## src/arc_regs.vh

```
// Purpose: Constants for the autoreclose sequencer: offsets, fields, defaults, timing
// Assumes: 100 MHz mclk, settings counted in 10 ms ticks
// Notes:   Definitions only
`ifndef ARC_REGS_VH
`define ARC_REGS_VH

////////////////////////////////////////////////////////////////////////////////
// Register offsets (byte addresses)
`define ARC_ADDR_W          8
`define ARC_OFS_CTRL        8'h00
`define ARC_OFS_SET_BASE    8'h04
`define ARC_OFS_STATUS      8'h20
`define ARC_NUM_SET         7

// Setting slots, offset = base + 4 * slot
`define ARC_SET_SP_DEAD     3'h0
`define ARC_SET_DEAD1       3'h1
`define ARC_SET_DEAD2       3'h2
`define ARC_SET_EXTEND      3'h3
`define ARC_SET_RESET       3'h4
`define ARC_SET_INCOMPLETE  3'h5
`define ARC_SET_TRANSFER    3'h6
`define ARC_SET_NONE        3'h7

////////////////////////////////////////////////////////////////////////////////
// Control fields
`define ARC_CTRL_EN_BIT     0
`define ARC_CTRL_PROG_LSB   1
`define ARC_CTRL_PROG_MSB   2
`define ARC_CTRL_SHOTS_BIT  3
`define ARC_CTRL_SEQ_LSB    4
`define ARC_CTRL_SEQ_MSB    5
`define ARC_CTRL_RST        6'h08

// Reclose programs
`define ARC_PROG_1AND3      2'h0
`define ARC_PROG_1POLE      2'h1
`define ARC_PROG_3POLE_A    2'h2
`define ARC_PROG_3POLE_B    2'h3

// Breaker sequences
`define ARC_SEQ_BKR1        2'h0
`define ARC_SEQ_BKR2        2'h1
`define ARC_SEQ_BOTH        2'h2
`define ARC_SEQ_1THEN2      2'h3

////////////////////////////////////////////////////////////////////////////////
// Setting defaults in 10 ms ticks
`define ARC_RST_SP_DEAD     16'h0064
`define ARC_RST_DEAD1       16'h0032
`define ARC_RST_DEAD2       16'h0078
`define ARC_RST_EXTEND      16'h0032
`define ARC_RST_RESET       16'h1770
`define ARC_RST_INCOMPLETE  16'h03e8
`define ARC_RST_TRANSFER    16'h0064

////////////////////////////////////////////////////////////////////////////////
// Status fields
`define ARC_STAT_STATE_LSB  0
`define ARC_STAT_STATE_MSB  2
`define ARC_STAT_SHOT_LSB   4
`define ARC_STAT_SHOT_MSB   5
`define ARC_STAT_RIP_BIT    8
`define ARC_STAT_FORCE_BIT  9
`define ARC_STAT_CLS1_BIT   10
`define ARC_STAT_CLS2_BIT   11
`define ARC_STAT_LO_BIT     12

////////////////////////////////////////////////////////////////////////////////
// Timing
`define ARC_CLK_KHZ         100000
`define ARC_TICK_MS         10
`define ARC_FORCE_DELAY_MS  8
`define ARC_TICK_CYCLES     (`ARC_TICK_MS * `ARC_CLK_KHZ)
`define ARC_FORCE_CYCLES    (`ARC_FORCE_DELAY_MS * `ARC_CLK_KHZ)

`endif

```

## src/arc_sequencer.v

```verilog
// Purpose: Autoreclose sequencer for one or two line breakers
// Assumes: Pin inputs asynchronous; register port on mclk
// Notes:   Timers count 10 ms ticks; states DISABLED, RESET, DEAD, CLOSE, LOCKOUT
// Contract
// [RULE1] Four programs: one-and-three-pole, single-pole, three-pole A, three-pole B.
// [RULE2] Shot limit setting takes only one or two.
// [RULE3] Second shot is always three-pole, timed by second three-pole dead time.
// [RULE4] Dead and delay timers span 0 to 655.35 s in 0.01 s steps.
// [RULE5] Reset time spans 0 to 655.35 s, default sixty seconds.
// [RULE6] Close goes to one breaker, both together, or both in sequence.
// [RULE7] In sequence, trip logic trips and recloses second breaker three-pole.
// [RULE8] Simultaneous reclose: trip logic trips both breakers per program.
// [RULE9] Protection supplies initiate from its single- or three-pole trip.
// [RULE10] Disabled function ignores all initiates.
// [RULE11] Reset state accepts initiates and holds shot counter at zero.
// [RULE12] Reclose in progress from initiate until cycle completes.
// [RULE13] Lockout ignores initiates until reset input.
// [RULE14] Shot limit one: further initiate after reclose goes to lockout.
// [RULE15] Three-pole programs assert force three-pole trip.
// [RULE16] One-and-three-pole program picks dead timer by initiate kind.
// [RULE17] Single-pole program: single-phase uses single-pole timer, else lockout.
// [RULE18] Program A: single-phase only, first three-pole timer; multiphase locks out.
// [RULE19] Program B: any fault, first timer; delayed initiate uses second timer.
// [RULE20] Reclose in progress held until close command or lockout.
// [RULE21] Force three-pole 8 ms after single-pole dead start, held to reset/lockout.
// [RULE22] Reset timer from close; expiry with breaker closed returns to reset.
// [RULE23] Incomplete-sequence timer from initiate; expiry without close means lockout.
// [RULE24] Extension input during first dead time adds the extension interval; code adds it to the first three-pole dead time only.
// [RULE25] All timers count whole 10 ms ticks up to their setting.
`timescale 1ns/1ps
`include "arc_regs.vh"

module arc_sequencer #(
    parameter TICK_CYCLES  = `ARC_TICK_CYCLES,
    parameter FORCE_CYCLES = `ARC_FORCE_CYCLES
) (
    input  wire                   mclk,
    input  wire                   rst,
    input  wire [`ARC_ADDR_W-1:0] reg_addr,
    input  wire [31:0]            reg_wdata,
    input  wire                   reg_wr,
    input  wire                   reg_rd,
    output reg  [31:0]            reg_rdata,
    input  wire                   single_pole_initiate,
    input  wire                   three_pole_initiate,
    input  wire                   delayed_three_pole_initiate,
    input  wire                   multiphase_fault_input,
    input  wire                   dead_time_extension_input,
    input  wire                   reset_input,
    input  wire                   breaker_closed_input,
    input  wire                   breaker_two_closed_input,
    input  wire                   scheme_block_input,
    output wire                   reclose_in_progress,
    output reg                    force_three_pole_trip,
    output reg                    close_breaker_one_cmd,
    output reg                    close_breaker_two_cmd,
    output wire                   lockout_state
);
    localparam [2:0] ST_DISABLED = 3'h0;
    localparam [2:0] ST_RESET    = 3'h1;
    localparam [2:0] ST_DEAD     = 3'h2;
    localparam [2:0] ST_CLOSE    = 3'h3;
    localparam [2:0] ST_LOCKOUT  = 3'h4;

    localparam [1:0] SEL_SP = 2'h0;
    localparam [1:0] SEL_D1 = 2'h1;
    localparam [1:0] SEL_D2 = 2'h2;

    localparam [19:0] FORCE_LAST = FORCE_CYCLES[19:0] - 20'h0_0001;

    ////////////////////////////////////////////////////////////////////////////
    // Decode helpers
    function [2:0] set_index;
        input [`ARC_ADDR_W-1:0] addr;
        reg   [`ARC_ADDR_W-1:0] rel;
        begin
            rel = addr - `ARC_OFS_SET_BASE;
            if (addr >= `ARC_OFS_SET_BASE && addr < `ARC_OFS_STATUS && rel[1:0] == 2'h0)
                set_index = rel[4:2];
            else
                set_index = `ARC_SET_NONE;
        end
    endfunction

    function [15:0] set_default;
        input [2:0] idx;
        begin
            case (idx)
                `ARC_SET_SP_DEAD:    set_default = `ARC_RST_SP_DEAD;
                `ARC_SET_DEAD1:      set_default = `ARC_RST_DEAD1;
                `ARC_SET_DEAD2:      set_default = `ARC_RST_DEAD2;
                `ARC_SET_EXTEND:     set_default = `ARC_RST_EXTEND;
                `ARC_SET_RESET:      set_default = `ARC_RST_RESET;
                `ARC_SET_INCOMPLETE: set_default = `ARC_RST_INCOMPLETE;
                default:             set_default = `ARC_RST_TRANSFER;
            endcase
        end
    endfunction

    // Returns {lockout, dead select} for the first shot
    function [2:0] first_shot;
        input [1:0] prog;
        input       sp;
        input       tp;
        input       dtp;
        input       mp;
        begin
            case (prog)
                `ARC_PROG_1AND3:                                      // [RULE16]
                    first_shot = dtp ? {1'b0, SEL_D2} :
                                 (tp | mp) ? {1'b0, SEL_D1} : {1'b0, SEL_SP};
                `ARC_PROG_1POLE:                                      // [RULE17]
                    first_shot = (sp & !mp) ? {1'b0, SEL_SP} : {1'b1, SEL_SP};
                `ARC_PROG_3POLE_A:                                    // [RULE18]
                    first_shot = mp ? {1'b1, SEL_D1} : {1'b0, SEL_D1};
                default:                                              // [RULE19]
                    first_shot = dtp ? {1'b0, SEL_D2} : {1'b0, SEL_D1};
            endcase
        end
    endfunction

    ////////////////////////////////////////////////////////////////////////////
    // Pin synchronisers
    reg [8:0] sync1_reg;
    reg [8:0] sync2_reg;
    reg       init_prev_reg;

    always @(posedge mclk) begin
        if (rst) begin
            sync1_reg <= 9'h000;
            sync2_reg <= 9'h000;
        end else begin
            sync1_reg <= {scheme_block_input, breaker_two_closed_input, breaker_closed_input,
                          reset_input, dead_time_extension_input, multiphase_fault_input,
                          delayed_three_pole_initiate, three_pole_initiate,
                          single_pole_initiate};
            sync2_reg <= sync1_reg;
        end
    end

    wire sp_s    = sync2_reg[0];
    wire tp_s    = sync2_reg[1];
    wire dtp_s   = sync2_reg[2];
    wire mp_s    = sync2_reg[3];
    wire ext_s   = sync2_reg[4];
    wire rstin_s = sync2_reg[5];
    wire bkr1_s  = sync2_reg[6];
    wire bkr2_s  = sync2_reg[7];
    wire blk_s   = sync2_reg[8];

    wire init_lvl  = sp_s | tp_s | dtp_s;
    wire init_edge = init_lvl & !init_prev_reg;

    ////////////////////////////////////////////////////////////////////////////
    // Registers
    reg [5:0]  ctrl_reg;
    reg [15:0] set_reg [0:`ARC_NUM_SET-1];
    reg [2:0]  state_reg;
    reg [2:0]  state_next;
    reg [1:0]  sel_reg;
    reg [1:0]  sel_next;
    reg [1:0]  shot_reg;
    reg [1:0]  shot_next;
    reg        ext_reg;
    reg        xfer_done_reg;
    reg        force_latch_reg;
    reg [19:0] force_cnt_reg;
    integer    i;

    wire       enable    = ctrl_reg[`ARC_CTRL_EN_BIT];
    wire [1:0] prog      = ctrl_reg[`ARC_CTRL_PROG_MSB:`ARC_CTRL_PROG_LSB];
    wire [1:0] seq       = ctrl_reg[`ARC_CTRL_SEQ_MSB:`ARC_CTRL_SEQ_LSB];
    wire [1:0] shot_lim  = ctrl_reg[`ARC_CTRL_SHOTS_BIT] ? 2'h2 : 2'h1;   // [RULE2]
    wire [2:0] wr_idx    = set_index(reg_addr);

    always @(posedge mclk) begin
        if (rst) begin
            ctrl_reg  <= `ARC_CTRL_RST;
            reg_rdata <= 32'h0000_0000;
            for (i = 0; i < `ARC_NUM_SET; i = i + 1) begin
                set_reg[i] <= set_default(i[2:0]);                   // [RULE4] [RULE5]
            end
        end else begin
            if (reg_wr && reg_addr == `ARC_OFS_CTRL) begin
                ctrl_reg <= reg_wdata[5:0];                           // [RULE1]
            end
            if (reg_wr && wr_idx != `ARC_SET_NONE) begin
                set_reg[wr_idx] <= reg_wdata[15:0];
            end
            if (reg_rd) begin
                if (reg_addr == `ARC_OFS_CTRL)
                    reg_rdata <= {26'h000_0000, ctrl_reg};
                else if (wr_idx != `ARC_SET_NONE)
                    reg_rdata <= {16'h0000, set_reg[wr_idx]};
                else if (reg_addr == `ARC_OFS_STATUS)
                    reg_rdata <= {19'h0_0000, lockout_state, close_breaker_two_cmd,
                                  close_breaker_one_cmd, force_three_pole_trip,
                                  reclose_in_progress, 2'h0, shot_reg, 1'b0, state_reg};
                else
                    reg_rdata <= 32'h0000_0000;
            end else begin
                reg_rdata <= 32'h0000_0000;
            end
        end
    end

    ////////////////////////////////////////////////////////////////////////////
    // Timers: 0 dead, 1 incomplete, 2 reset, 3 transfer
    wire        tick;
    wire [3:0]  tmr_run;
    wire [3:0]  tmr_exp;
    wire [67:0] tmr_set;
    reg  [16:0] dead_set;

    always @* begin
        case (sel_reg)
            SEL_SP:  dead_set = {1'b0, set_reg[`ARC_SET_SP_DEAD]};
            SEL_D1:  dead_set = {1'b0, set_reg[`ARC_SET_DEAD1]} +
                                (ext_reg ? {1'b0, set_reg[`ARC_SET_EXTEND]}
                                         : 17'h0_0000);            // [RULE24]
            default: dead_set = {1'b0, set_reg[`ARC_SET_DEAD2]};
        endcase
    end

    assign tmr_run[0] = (state_reg == ST_DEAD);
    assign tmr_run[1] = (state_reg == ST_DEAD);                        // [RULE23]
    assign tmr_run[2] = (state_reg == ST_CLOSE) & !init_lvl;           // [RULE22]
    assign tmr_run[3] = (state_reg == ST_CLOSE) & (seq == `ARC_SEQ_1THEN2) &
                        !xfer_done_reg & !init_lvl;                    // [RULE6]
    assign tmr_set = {{1'b0, set_reg[`ARC_SET_TRANSFER]},
                      {1'b0, set_reg[`ARC_SET_RESET]},
                      {1'b0, set_reg[`ARC_SET_INCOMPLETE]}, dead_set};

    arc_tick #(
        .PERIOD (TICK_CYCLES)
    ) u_tick (
        .mclk (mclk),
        .rst  (rst),
        .tick (tick)
    );

    genvar g;
    generate
        for (g = 0; g < 4; g = g + 1) begin : g_tmr
            arc_timer u_tmr (
                .mclk    (mclk),
                .rst     (rst),
                .tick    (tick),                                       // [RULE25]
                .run     (tmr_run[g]),
                .setting (tmr_set[g*17+16:g*17]),
                .expired (tmr_exp[g])
            );
        end
    endgenerate

    ////////////////////////////////////////////////////////////////////////////
    // Sequencer state machine
    reg  [2:0] fs;
    wire       bkr_ok = (!(seq != `ARC_SEQ_BKR2) | bkr1_s) & (!(seq != `ARC_SEQ_BKR1) | bkr2_s);

    always @* begin
        state_next = state_reg;
        sel_next   = sel_reg;
        shot_next  = shot_reg;
        fs         = first_shot(prog, sp_s, tp_s, dtp_s, mp_s);
        case (state_reg)
            ST_DISABLED: begin
                shot_next = 2'h0;
                if (enable) state_next = ST_RESET;
            end
            ST_RESET: begin
                shot_next = 2'h0;                                      // [RULE11]
                if (init_edge) begin
                    sel_next   = fs[1:0];
                    state_next = fs[2] ? ST_LOCKOUT : ST_DEAD;         // [RULE12]
                end
            end
            ST_DEAD: begin
                if (blk_s || tmr_exp[1]) begin
                    state_next = ST_LOCKOUT;                           // [RULE23]
                end else if (tmr_exp[0]) begin
                    state_next = ST_CLOSE;
                    shot_next  = shot_reg + 2'h1;
                end
            end
            ST_CLOSE: begin
                if (blk_s) begin
                    state_next = ST_LOCKOUT;
                end else if (init_edge) begin
                    if (shot_reg >= shot_lim)
                        state_next = ST_LOCKOUT;                       // [RULE14]
                    else if (prog == `ARC_PROG_3POLE_A && mp_s)
                        state_next = ST_LOCKOUT;
                    else begin
                        state_next = ST_DEAD;
                        sel_next   = SEL_D2;                           // [RULE3]
                    end
                end else if (tmr_exp[2]) begin
                    state_next = bkr_ok ? ST_RESET : ST_LOCKOUT;       // [RULE22]
                end
            end
            ST_LOCKOUT: begin
                if (rstin_s) state_next = ST_RESET;                    // [RULE13]
            end
            default: begin
                state_next = ST_DISABLED;
            end
        endcase
        if (!enable) state_next = ST_DISABLED;                         // [RULE10]
    end

    assign reclose_in_progress = (state_reg == ST_DEAD);               // [RULE20]
    assign lockout_state       = (state_reg == ST_LOCKOUT);

    wire enter_close = (state_reg == ST_DEAD) && (state_next == ST_CLOSE);
    wire idle_next   = (state_next == ST_RESET) || (state_next == ST_LOCKOUT) ||
                       (state_next == ST_DISABLED);
    wire force_hit   = (state_reg == ST_DEAD) && (sel_reg == SEL_SP) &&
                       (force_cnt_reg == FORCE_LAST);

    always @(posedge mclk) begin
        if (rst) begin
            state_reg             <= ST_DISABLED;
            sel_reg               <= SEL_SP;
            shot_reg              <= 2'h0;
            init_prev_reg         <= 1'b0;
            ext_reg               <= 1'b0;
            xfer_done_reg         <= 1'b0;
            force_latch_reg       <= 1'b0;
            force_cnt_reg         <= 20'h0_0000;
            force_three_pole_trip <= 1'b0;
            close_breaker_one_cmd <= 1'b0;
            close_breaker_two_cmd <= 1'b0;
        end else begin
            state_reg     <= state_next;
            sel_reg       <= sel_next;
            shot_reg      <= shot_next;
            init_prev_reg <= init_lvl;
            if (state_reg != ST_DEAD)
                ext_reg <= 1'b0;
            else if (shot_reg == 2'h0 && ext_s)
                ext_reg <= 1'b1;                                       // [RULE24]
            if (state_reg == ST_DEAD && sel_reg == SEL_SP && !force_latch_reg)
                force_cnt_reg <= force_cnt_reg + 20'h0_0001;
            else
                force_cnt_reg <= 20'h0_0000;
            if (idle_next)
                force_latch_reg <= 1'b0;
            else if (force_hit)
                force_latch_reg <= 1'b1;                               // [RULE21]
            force_three_pole_trip <= enable & (force_latch_reg | force_hit |
                                     prog == `ARC_PROG_3POLE_A |
                                     prog == `ARC_PROG_3POLE_B |      // [RULE15]
                                     (shot_reg != 2'h0 && !idle_next));
            if (state_next != ST_CLOSE)
                close_breaker_one_cmd <= 1'b0;
            else if (enter_close)
                close_breaker_one_cmd <= (seq != `ARC_SEQ_BKR2);        // [RULE6]
            else if (bkr1_s)
                close_breaker_one_cmd <= 1'b0;
            if (state_next != ST_CLOSE)
                xfer_done_reg <= 1'b0;
            else if (tmr_exp[3])
                xfer_done_reg <= 1'b1;
            if (state_next != ST_CLOSE)
                close_breaker_two_cmd <= 1'b0;
            else if (enter_close)
                close_breaker_two_cmd <= (seq == `ARC_SEQ_BKR2) | (seq == `ARC_SEQ_BOTH);
            else if (tmr_exp[3] && !xfer_done_reg)
                close_breaker_two_cmd <= 1'b1;                         // [RULE6]
            else if (bkr2_s)
                close_breaker_two_cmd <= 1'b0;
        end
    end
endmodule // arc_sequencer

```

## src/arc_tick.v

```verilog
// Purpose: Common 10 ms timebase pulse
// Assumes: PERIOD below 2**20
// Notes:   One-cycle pulse every PERIOD clocks
`timescale 1ns/1ps

module arc_tick #(
    parameter PERIOD = 1000000
) (
    input  wire mclk,
    input  wire rst,
    output reg  tick
);
    localparam [19:0] LAST = PERIOD[19:0] - 20'h0_0001;

    reg [19:0] cnt_reg;

    always @(posedge mclk) begin
        if (rst) begin
            cnt_reg <= 20'h0_0000;
            tick    <= 1'b0;
        end else if (cnt_reg == LAST) begin
            cnt_reg <= 20'h0_0000;
            tick    <= 1'b1;
        end else begin
            cnt_reg <= cnt_reg + 20'h0_0001;
            tick    <= 1'b0;
        end
    end
endmodule // arc_tick

```

## src/arc_timer.v

```verilog
// Purpose: Tick-counting timer with programmable setting
// Assumes: tick is a one-cycle pulse
// Notes:   Cleared while run is low; expired once count reaches setting
`timescale 1ns/1ps

module arc_timer (
    input  wire        mclk,
    input  wire        rst,
    input  wire        tick,
    input  wire        run,
    input  wire [16:0] setting,
    output wire        expired
);
    reg [16:0] count_reg;

    assign expired = run & (count_reg >= setting);

    always @(posedge mclk) begin
        if (rst || !run) begin
            count_reg <= 17'h0_0000;
        end else if (tick && !expired) begin
            count_reg <= count_reg + 17'h0_0001;
        end
    end
endmodule // arc_timer
```

## config.mk

```make
export PLATFORM = sky130hd
export DESIGN_NAME = arc_sequencer
export DESIGN_NICKNAME = d
export VERILOG_FILES = /design/src/arc_sequencer.v /design/src/arc_tick.v /design/src/arc_timer.v
export VERILOG_INCLUDE_DIRS = /design/src
export SDC_FILE = /design/constraint.sdc
export NUM_CORES = 1
export LEC_CHECK = 0
export BUFFER_PORTS_ARGS = -buffer_cell sky130_fd_sc_hd__buf_2
export CAP_MARGIN = 20
export CORE_MARGIN = 8
export CORE_UTILIZATION = 43
export CTS_CLUSTER_DIAMETER = 30
export DETAILED_ROUTE_END_ITERATION = 12
export GPL_ROUTABILITY_DRIVEN = 0
export GPL_TIMING_DRIVEN = 0
export SYNTH_ARGS = -nofsm -noshare
export SYNTH_HDL_FRONTEND = slang
export SYNTH_HIERARCHICAL = 1
export SYNTH_SLANG_ARGS = --single-unit
export TNS_END_PERCENT = 50
```

## constraint.sdc

```tcl
create_clock -name mclk -period 4.7 [get_ports mclk]
set_input_delay 0.235 -clock mclk [delete_from_list [all_inputs] [get_ports mclk]]
set_output_delay 0.235 -clock mclk [all_outputs]
set_load 0.005 [all_outputs]
```

# Yosys cells after proc, flatten, opt, wreduce, memory -nomap -nowiden

Memory sizes are Yosys's and may differ from the RTL's.
Cells that the tools add are included.

Add/sub/neg operators: 9
$lt $le $gt $ge: 7
Eq/ne operators: 28
Multiplexer cells: 54
Bitwise gates (word level): 24
Reduce and logical (&&, ||, !) cells: 62

Operator list:

| operator                                                               | number |
|---|---|
| 16-bit two-way mux                                                     | 8 |
| 17-bit by 1-bit adder with 17-bit output (second input constant)       | 4 |
| 17-bit by 16-bit greater-or-equal comparator with 1-bit output         | 3 |
| 3-bit two-way mux                                                      | 16 |
| 20-bit by 1-bit adder with 20-bit output (second input constant)       | 2 |
| 20-bit equality test (second input constant)                           | 2 |
| 17-bit case mux with 2 select lines                                    | 1 |
| 2-bit two-way mux                                                      | 10 |
| 16-bit by 16-bit adder with 17-bit output                              | 1 |
| 17-bit greater-or-equal comparator                                     | 1 |
| 1-bit logical AND                                                      | 16 |
| 16-bit OR reduction                                                    | 1 |
| 1-bit logical NOT                                                      | 15 |
| 3-bit case mux with 5 select lines                                     | 1 |
| 2-bit inequality test (second input constant)                          | 7 |
| 2-bit OR reduction                                                     | 7 |
| 1-bit two-way mux                                                      | 13 |
| 13-bit two-way mux                                                     | 1 |
| 1-bit bitwise AND                                                      | 12 |
| 1-bit OR                                                               | 10 |
| 2-bit nonzero test                                                     | 5 |
| 3-bit by 2-bit equality test with 1-bit output (second input constant) | 3 |
| 3-bit case mux with 3 select lines                                     | 1 |
| 2-bit equality test (second input constant)                            | 4 |
| 24 further kinds                                                       | 40 |

Bits in registers: 179
Memory bits (writable): 112
Input port bits: 53
Output and inout bits: 37
Logic and storage cells: 208
Memories: 1

Memory list:

| name    | words | width | read ports | clocked after Yosys merged registers in | write ports | line                | source |
|---|---|---|---|---|---|---|---|
| set_reg | 7     | 16    | 8          | 0                                       | 7           | arc_sequencer.v:157 | `` reg [15:0] set_reg [0:`ARC_NUM_SET-1]; `` |

# Logic depth before layout (Yosys ltp)

Word-level depth: 17
Mapped depth: 22
Gate-level depth less buffers: 20

# Hierarchy

The synthesis kept the hierarchy.

Modules (own cells, without submodules):

| module                          | times used | cells an instance | area an instance (um2) | seq. area each (um2) |
|---|---|---|---|---|
| arc_sequencer                   | 1          | 990               | 9600.5                 | 4804.6 |
| arc_timer at g_tmr[0].u_tmr ... | 3          | 157               | 1247.4                 | 340.3 |
| arc_timer at g_tmr[3].u_tmr     | 1          | 165               | 1367.6                 | 340.3 |
| arc_tick                        | 1          | 107               | 969.7                  | 420.4 |

# Worst setup path before layout

OpenSTA, ideal clock, no wires.

Kind: flip-flop to flip-flop
From: reg ext_reg
To: reg shot_reg[1]
Setup time: 133 ps
Data arrival time: 4109 ps
Required time: 4567 ps
Slack: 458 ps
Stages on the path, launching flop included: 23
Buffers on the path: 2
Clock period less this slack: 4242 ps
Path through: dfxtp_1 clkbuf_1 and2_1 ha_1 fa_1 a211oi_1 o21ai_0 nand2_1 xor2_1 a21oi_1 mux2_2 inv_1 ha_1 a21oi_1 o21ai_1 o2111ai_1 o21ai_2 buf_2 and2_1 nand3_1 a21boi_0 nand3b_1 a21oi_1

Longest elaborated chain between the ends: 7

Ends and longest elaborated chain:

| what                                      | line                | source |
|---|---|---|
| start: declaration                        | arc_sequencer.v:164 | `reg ext_reg;` |
| start signal: assignment                  | arc_sequencer.v:327 | `ext_reg <= 1'b0;` |
| start signal: assignment                  | arc_sequencer.v:340 | `ext_reg <= 1'b0;` |
| start signal: assignment                  | arc_sequencer.v:342 | `ext_reg <= 1'b1;` |
| 16-bit two-way mux                        | arc_sequencer.v:219 | `` (ext_reg ? {1'b0, set_reg[`ARC_SET_EXTEND]} `` |
| 16-bit by 16-bit adder with 17-bit output | arc_sequencer.v:218 | `` SEL_D1: dead_set = {1'b0, set_reg[`ARC_SET_DEAD1]} + `` |
| 17-bit case mux with 2 select lines       | arc_sequencer.v:216 | `case (sel_reg)` |
| via dead_set[8]                           | arc_sequencer.v:213 | `reg [16:0] dead_set;` |
| 17-bit greater-or-equal comparator        | arc_timer.v:16      | `assign expired = run & (count_reg >= setting);` |
| 1-bit bitwise AND                         | arc_timer.v:16      |  |
| via tmr_exp[0]                            | arc_sequencer.v:211 | `wire [3:0] tmr_exp;` |
| 2-bit inequality test (no source line)    | --                  |  |
| 3-bit AND reduction (no source line)      | --                  |  |
| end signal: assignment                    | arc_sequencer.v:337 | `shot_reg <= shot_next;` |
| end: declaration                          | arc_sequencer.v:162 | `reg [1:0] shot_reg;` |

The timed path passes the listed nets, and every way through them passes these cells.
A chain may end at the register's enable or synchronous reset.

# Final worst setup path

Same ends and word-level chain as after synthesis.

==> impl_metrics.env <==
export IMPL_synth_top_area_cell="dfxtp_1"
export IMPL_clock_latency_ns=0.58
export IMPL_die_h_um=207
export IMPL_power_leakage_nw=7.57
export IMPL_drt_iter0_drc=1400
export IMPL_largest_reg_flops=116
export IMPL_vias=13900
export IMPL_path_common_cell="a21oi_1"
export IMPL_die_area_mm2=0.0428
export IMPL_worst_setup_path_end_kind="flip-flop"
export IMPL_finalCritPeriodShare=0.962
export IMPL_finalSetupViolations=0
export IMPL_grt_pass1_wl_um=74800
export IMPL_ant_nets=0
export IMPL_cts_tree="built"
export IMPL_yosysSeqAreaShare=0.420
export IMPL_start_kind="flip-flop"
export IMPL_core_mm2=0.0363
export IMPL_nets=2065
export IMPL_htree_levels=3
export IMPL_synth_seq_cells=279
export IMPL_wl_um=48200
export IMPL_die_x_um=207
export IMPL_cap_violations=0
export IMPL_crit_required_ns=5.19
export IMPL_postPlaceCellArea_mm2=0.0166
export IMPL_initial_core_util=0.432
export IMPL_drv_slew=0
export IMPL_syn_avg_cell_area_um2=9.05
export IMPL_status="complete, no violations"
export IMPL_dp_cells=2279
export IMPL_peakVddDrop_mv=0.290
export IMPL_fmax_mhz=221
export IMPL_io_pins=90
export IMPL_stdcell_count=2442
export IMPL_fin_skew_ns=0.0307
export IMPL_synth_edf_count=100
export IMPL_rows=70
export IMPL_synth_area_leaders="dfxtp_1 (23%), edfxtp_1 (19%), ha_1 (7.9%), nand2_1 (4.3%), a21oi_1 (4.1%)"
export IMPL_track_usage=0.226
export IMPL_drc=0
export IMPL_crit_path_max_fanout=10
export IMPL_mostFrequentLayoutCells="nand2_1 (180), dfxtp_1 (178), nor2_1 (135)"
export IMPL_slew_headroom=0.259
export IMPL_ctsLongestPathBuffers=3
export IMPL_cp_slowest_cell="fa_2"
export IMPL_synth_top_area_frac=0.229
export IMPL_syn_to_final_growth_pct=24.2
export IMPL_worst_pin_slew_ns=1.10
export IMPL_mostFrequentLayoutCell="nand2_1"
export IMPL_utilization=0.537
export IMPL_via_per_inst=5.70
export IMPL_power_density_mw_per_mm2=403
export IMPL_yosys_warnings=6
export IMPL_fin_crit_ns=4.52
export IMPL_hpwl_um=35600
export IMPL_wire_per_inst_um=19.7
export IMPL_stdcell_area_mm2=0.0195
export IMPL_cts_sinks=279
export IMPL_hp_class="primary input to flip-flop"
export IMPL_cts_root_buf="clkbuf_16"
export IMPL_cts_made_buffers=73
export IMPL_grt_max_degree=23
export IMPL_critPathKind="flip-flop to flip-flop"
export IMPL_finalHoldViolCount=0
export IMPL_grt_pass1_vias=13500
export IMPL_antenna_found_initial=2
export IMPL_cp_cell_sequence="clkbuf_8, and2_1, ha_2, fa_2, a211oi_4, buf_4, o21bai_1, a21oi_1, xor2_1, o21ai_1, inv_1, ha_1, a21oi_1, o21ai_2, o2111ai_4, o21ai_2, buf_6, and2_4, nand3_1, a21boi_4, nand3b_1, a21oi_1"
export IMPL_async_reset_ff_frac=0
export IMPL_layout_drive_gt1_share=0.145
export IMPL_mappedNetlistArea_mm2=0.0157
export IMPL_numPortBuffers=56
export IMPL_drt_pass1_iter_count=6
export IMPL_ys_types=89
export IMPL_synthCells=1733
export IMPL_clk_pin_slew_worst_paths_ns=0.05
export IMPL_gr_total_overflow=0
export IMPL_cp_slowest_stage_delay_ns=0.40
export IMPL_yosys_most_used_dff="dfxtp_1"
export IMPL_cp_arrival_ns=5.01
-- through the flow --
step / hold slack (ns) / TNS (ns) / worst slack [ns] / power [mW]
global placement: 0.417 / -6.21 / -0.878 / 2.91
finish: 0.0309 / 0 / 0.177 / 7.85
floorplan: 0.313 / 0 / 0.458 / 2.79
CTS: 0.000382 / 0 / 0.00555 / 7.91
detailed placement: 0.420 / -10.38 / -1.02 / 2.92
global route: 0.0219 / -0.0985 / -0.0575 / 8.08
-- cells in the mapped netlist, types with 31 or more instances --
cell type and count:
nand3_1 63, or3_1 52, nand4_1 36, ha_1 99
a21oi_1 127, nor2b_1 33, and2_1 57, and3_1 31
o21ai_0 81, nand2_1 180, inv_1 103, clkbuf_1 35
nor2_1 136, edfxtp_1 100, dfxtp_1 179
-- worst paths after layout --
kind                startpoint       endpoint  slack (ns)  depth (start not counted)
setup reg to reg       ext_reg    shot_reg[1]        0.18                         22
hold / removal    reg_wdata[1]  set_reg[6][1]        0.03                          3
hold reg to reg   sync1_reg[4]   sync2_reg[4]        0.43                          1
setup / recovery       ext_reg    shot_reg[1]        0.18                         22
-- cells by family after synthesis --
kind of cell               after synthesis  share of synthesized area
AOI/OAI and AO/OA                      357                      0.145
buffers and inverters                  184                     0.0528
xor gates and xnor gates                53                     0.0301
DFF                                    279                      0.420
other                                    1                   0.000239
and+or+nand+nor                        727                      0.250
adders and majority gates              100                     0.0803
muxes                                   32                     0.0215
-- report_power, final --
group	switching, mW	total [mW]	internal (mW)
sequential	0.0467	2.61	2.56
clock	1.57	4.95	3.38
combinational	0.184	0.287	0.103
-- worst max-delay path: cells and delay by family, from the launching register on --
family,cells,cell delay (ns)
AOI/OAI and AO/OA,10,1.85
adders and majority gates,3,0.90
and+or+nand+nor,4,0.61
buffers and inverters,4,0.59
DFF,1,0.37
xor gates and xnor gates,1,0.08
-- per-layer routing --
| metal | wire length [µm] | global-route usage | part of all wire | vias to the layer above |
|---|---|---|---|---|
| met4 | 2010 | 0.101 | 0.042 | 0 |
| met5 | 0 | 0 | 0 | - |
| met1 | 20800 | 0.294 | 0.43 | 6583 |
| met3 | 4350 | 0.0576 | 0.090 | 131 |
| met2 | 21000 | 0.349 | 0.44 | 589 |
| li1 | - | - | - | 6622 |
-- area by class of cell --
class,instances,area (µm²)
inverters,103,387
repair buffers,82,523
clock inverters,45,515
plain buffers,81,458
well taps,468,586
flip-flops and latches,279,6590
multi-input cells,1292,8440
clock buffers,91,1970
fillers,3291,16800
diodes,1,2.50
-- repair_timing --
action                                  in CTS  in global routing
endpoints found under the setup margin      20                 11
hold buffers                                19                  0
endpoints found under the hold margin       19                  0
resized for setup                           18                 13
cloned                                       0                  0
buffers inserted                             4                  3
pin swaps                                    6                  8
Note: power is estimated with default switching activity, not from simulation.
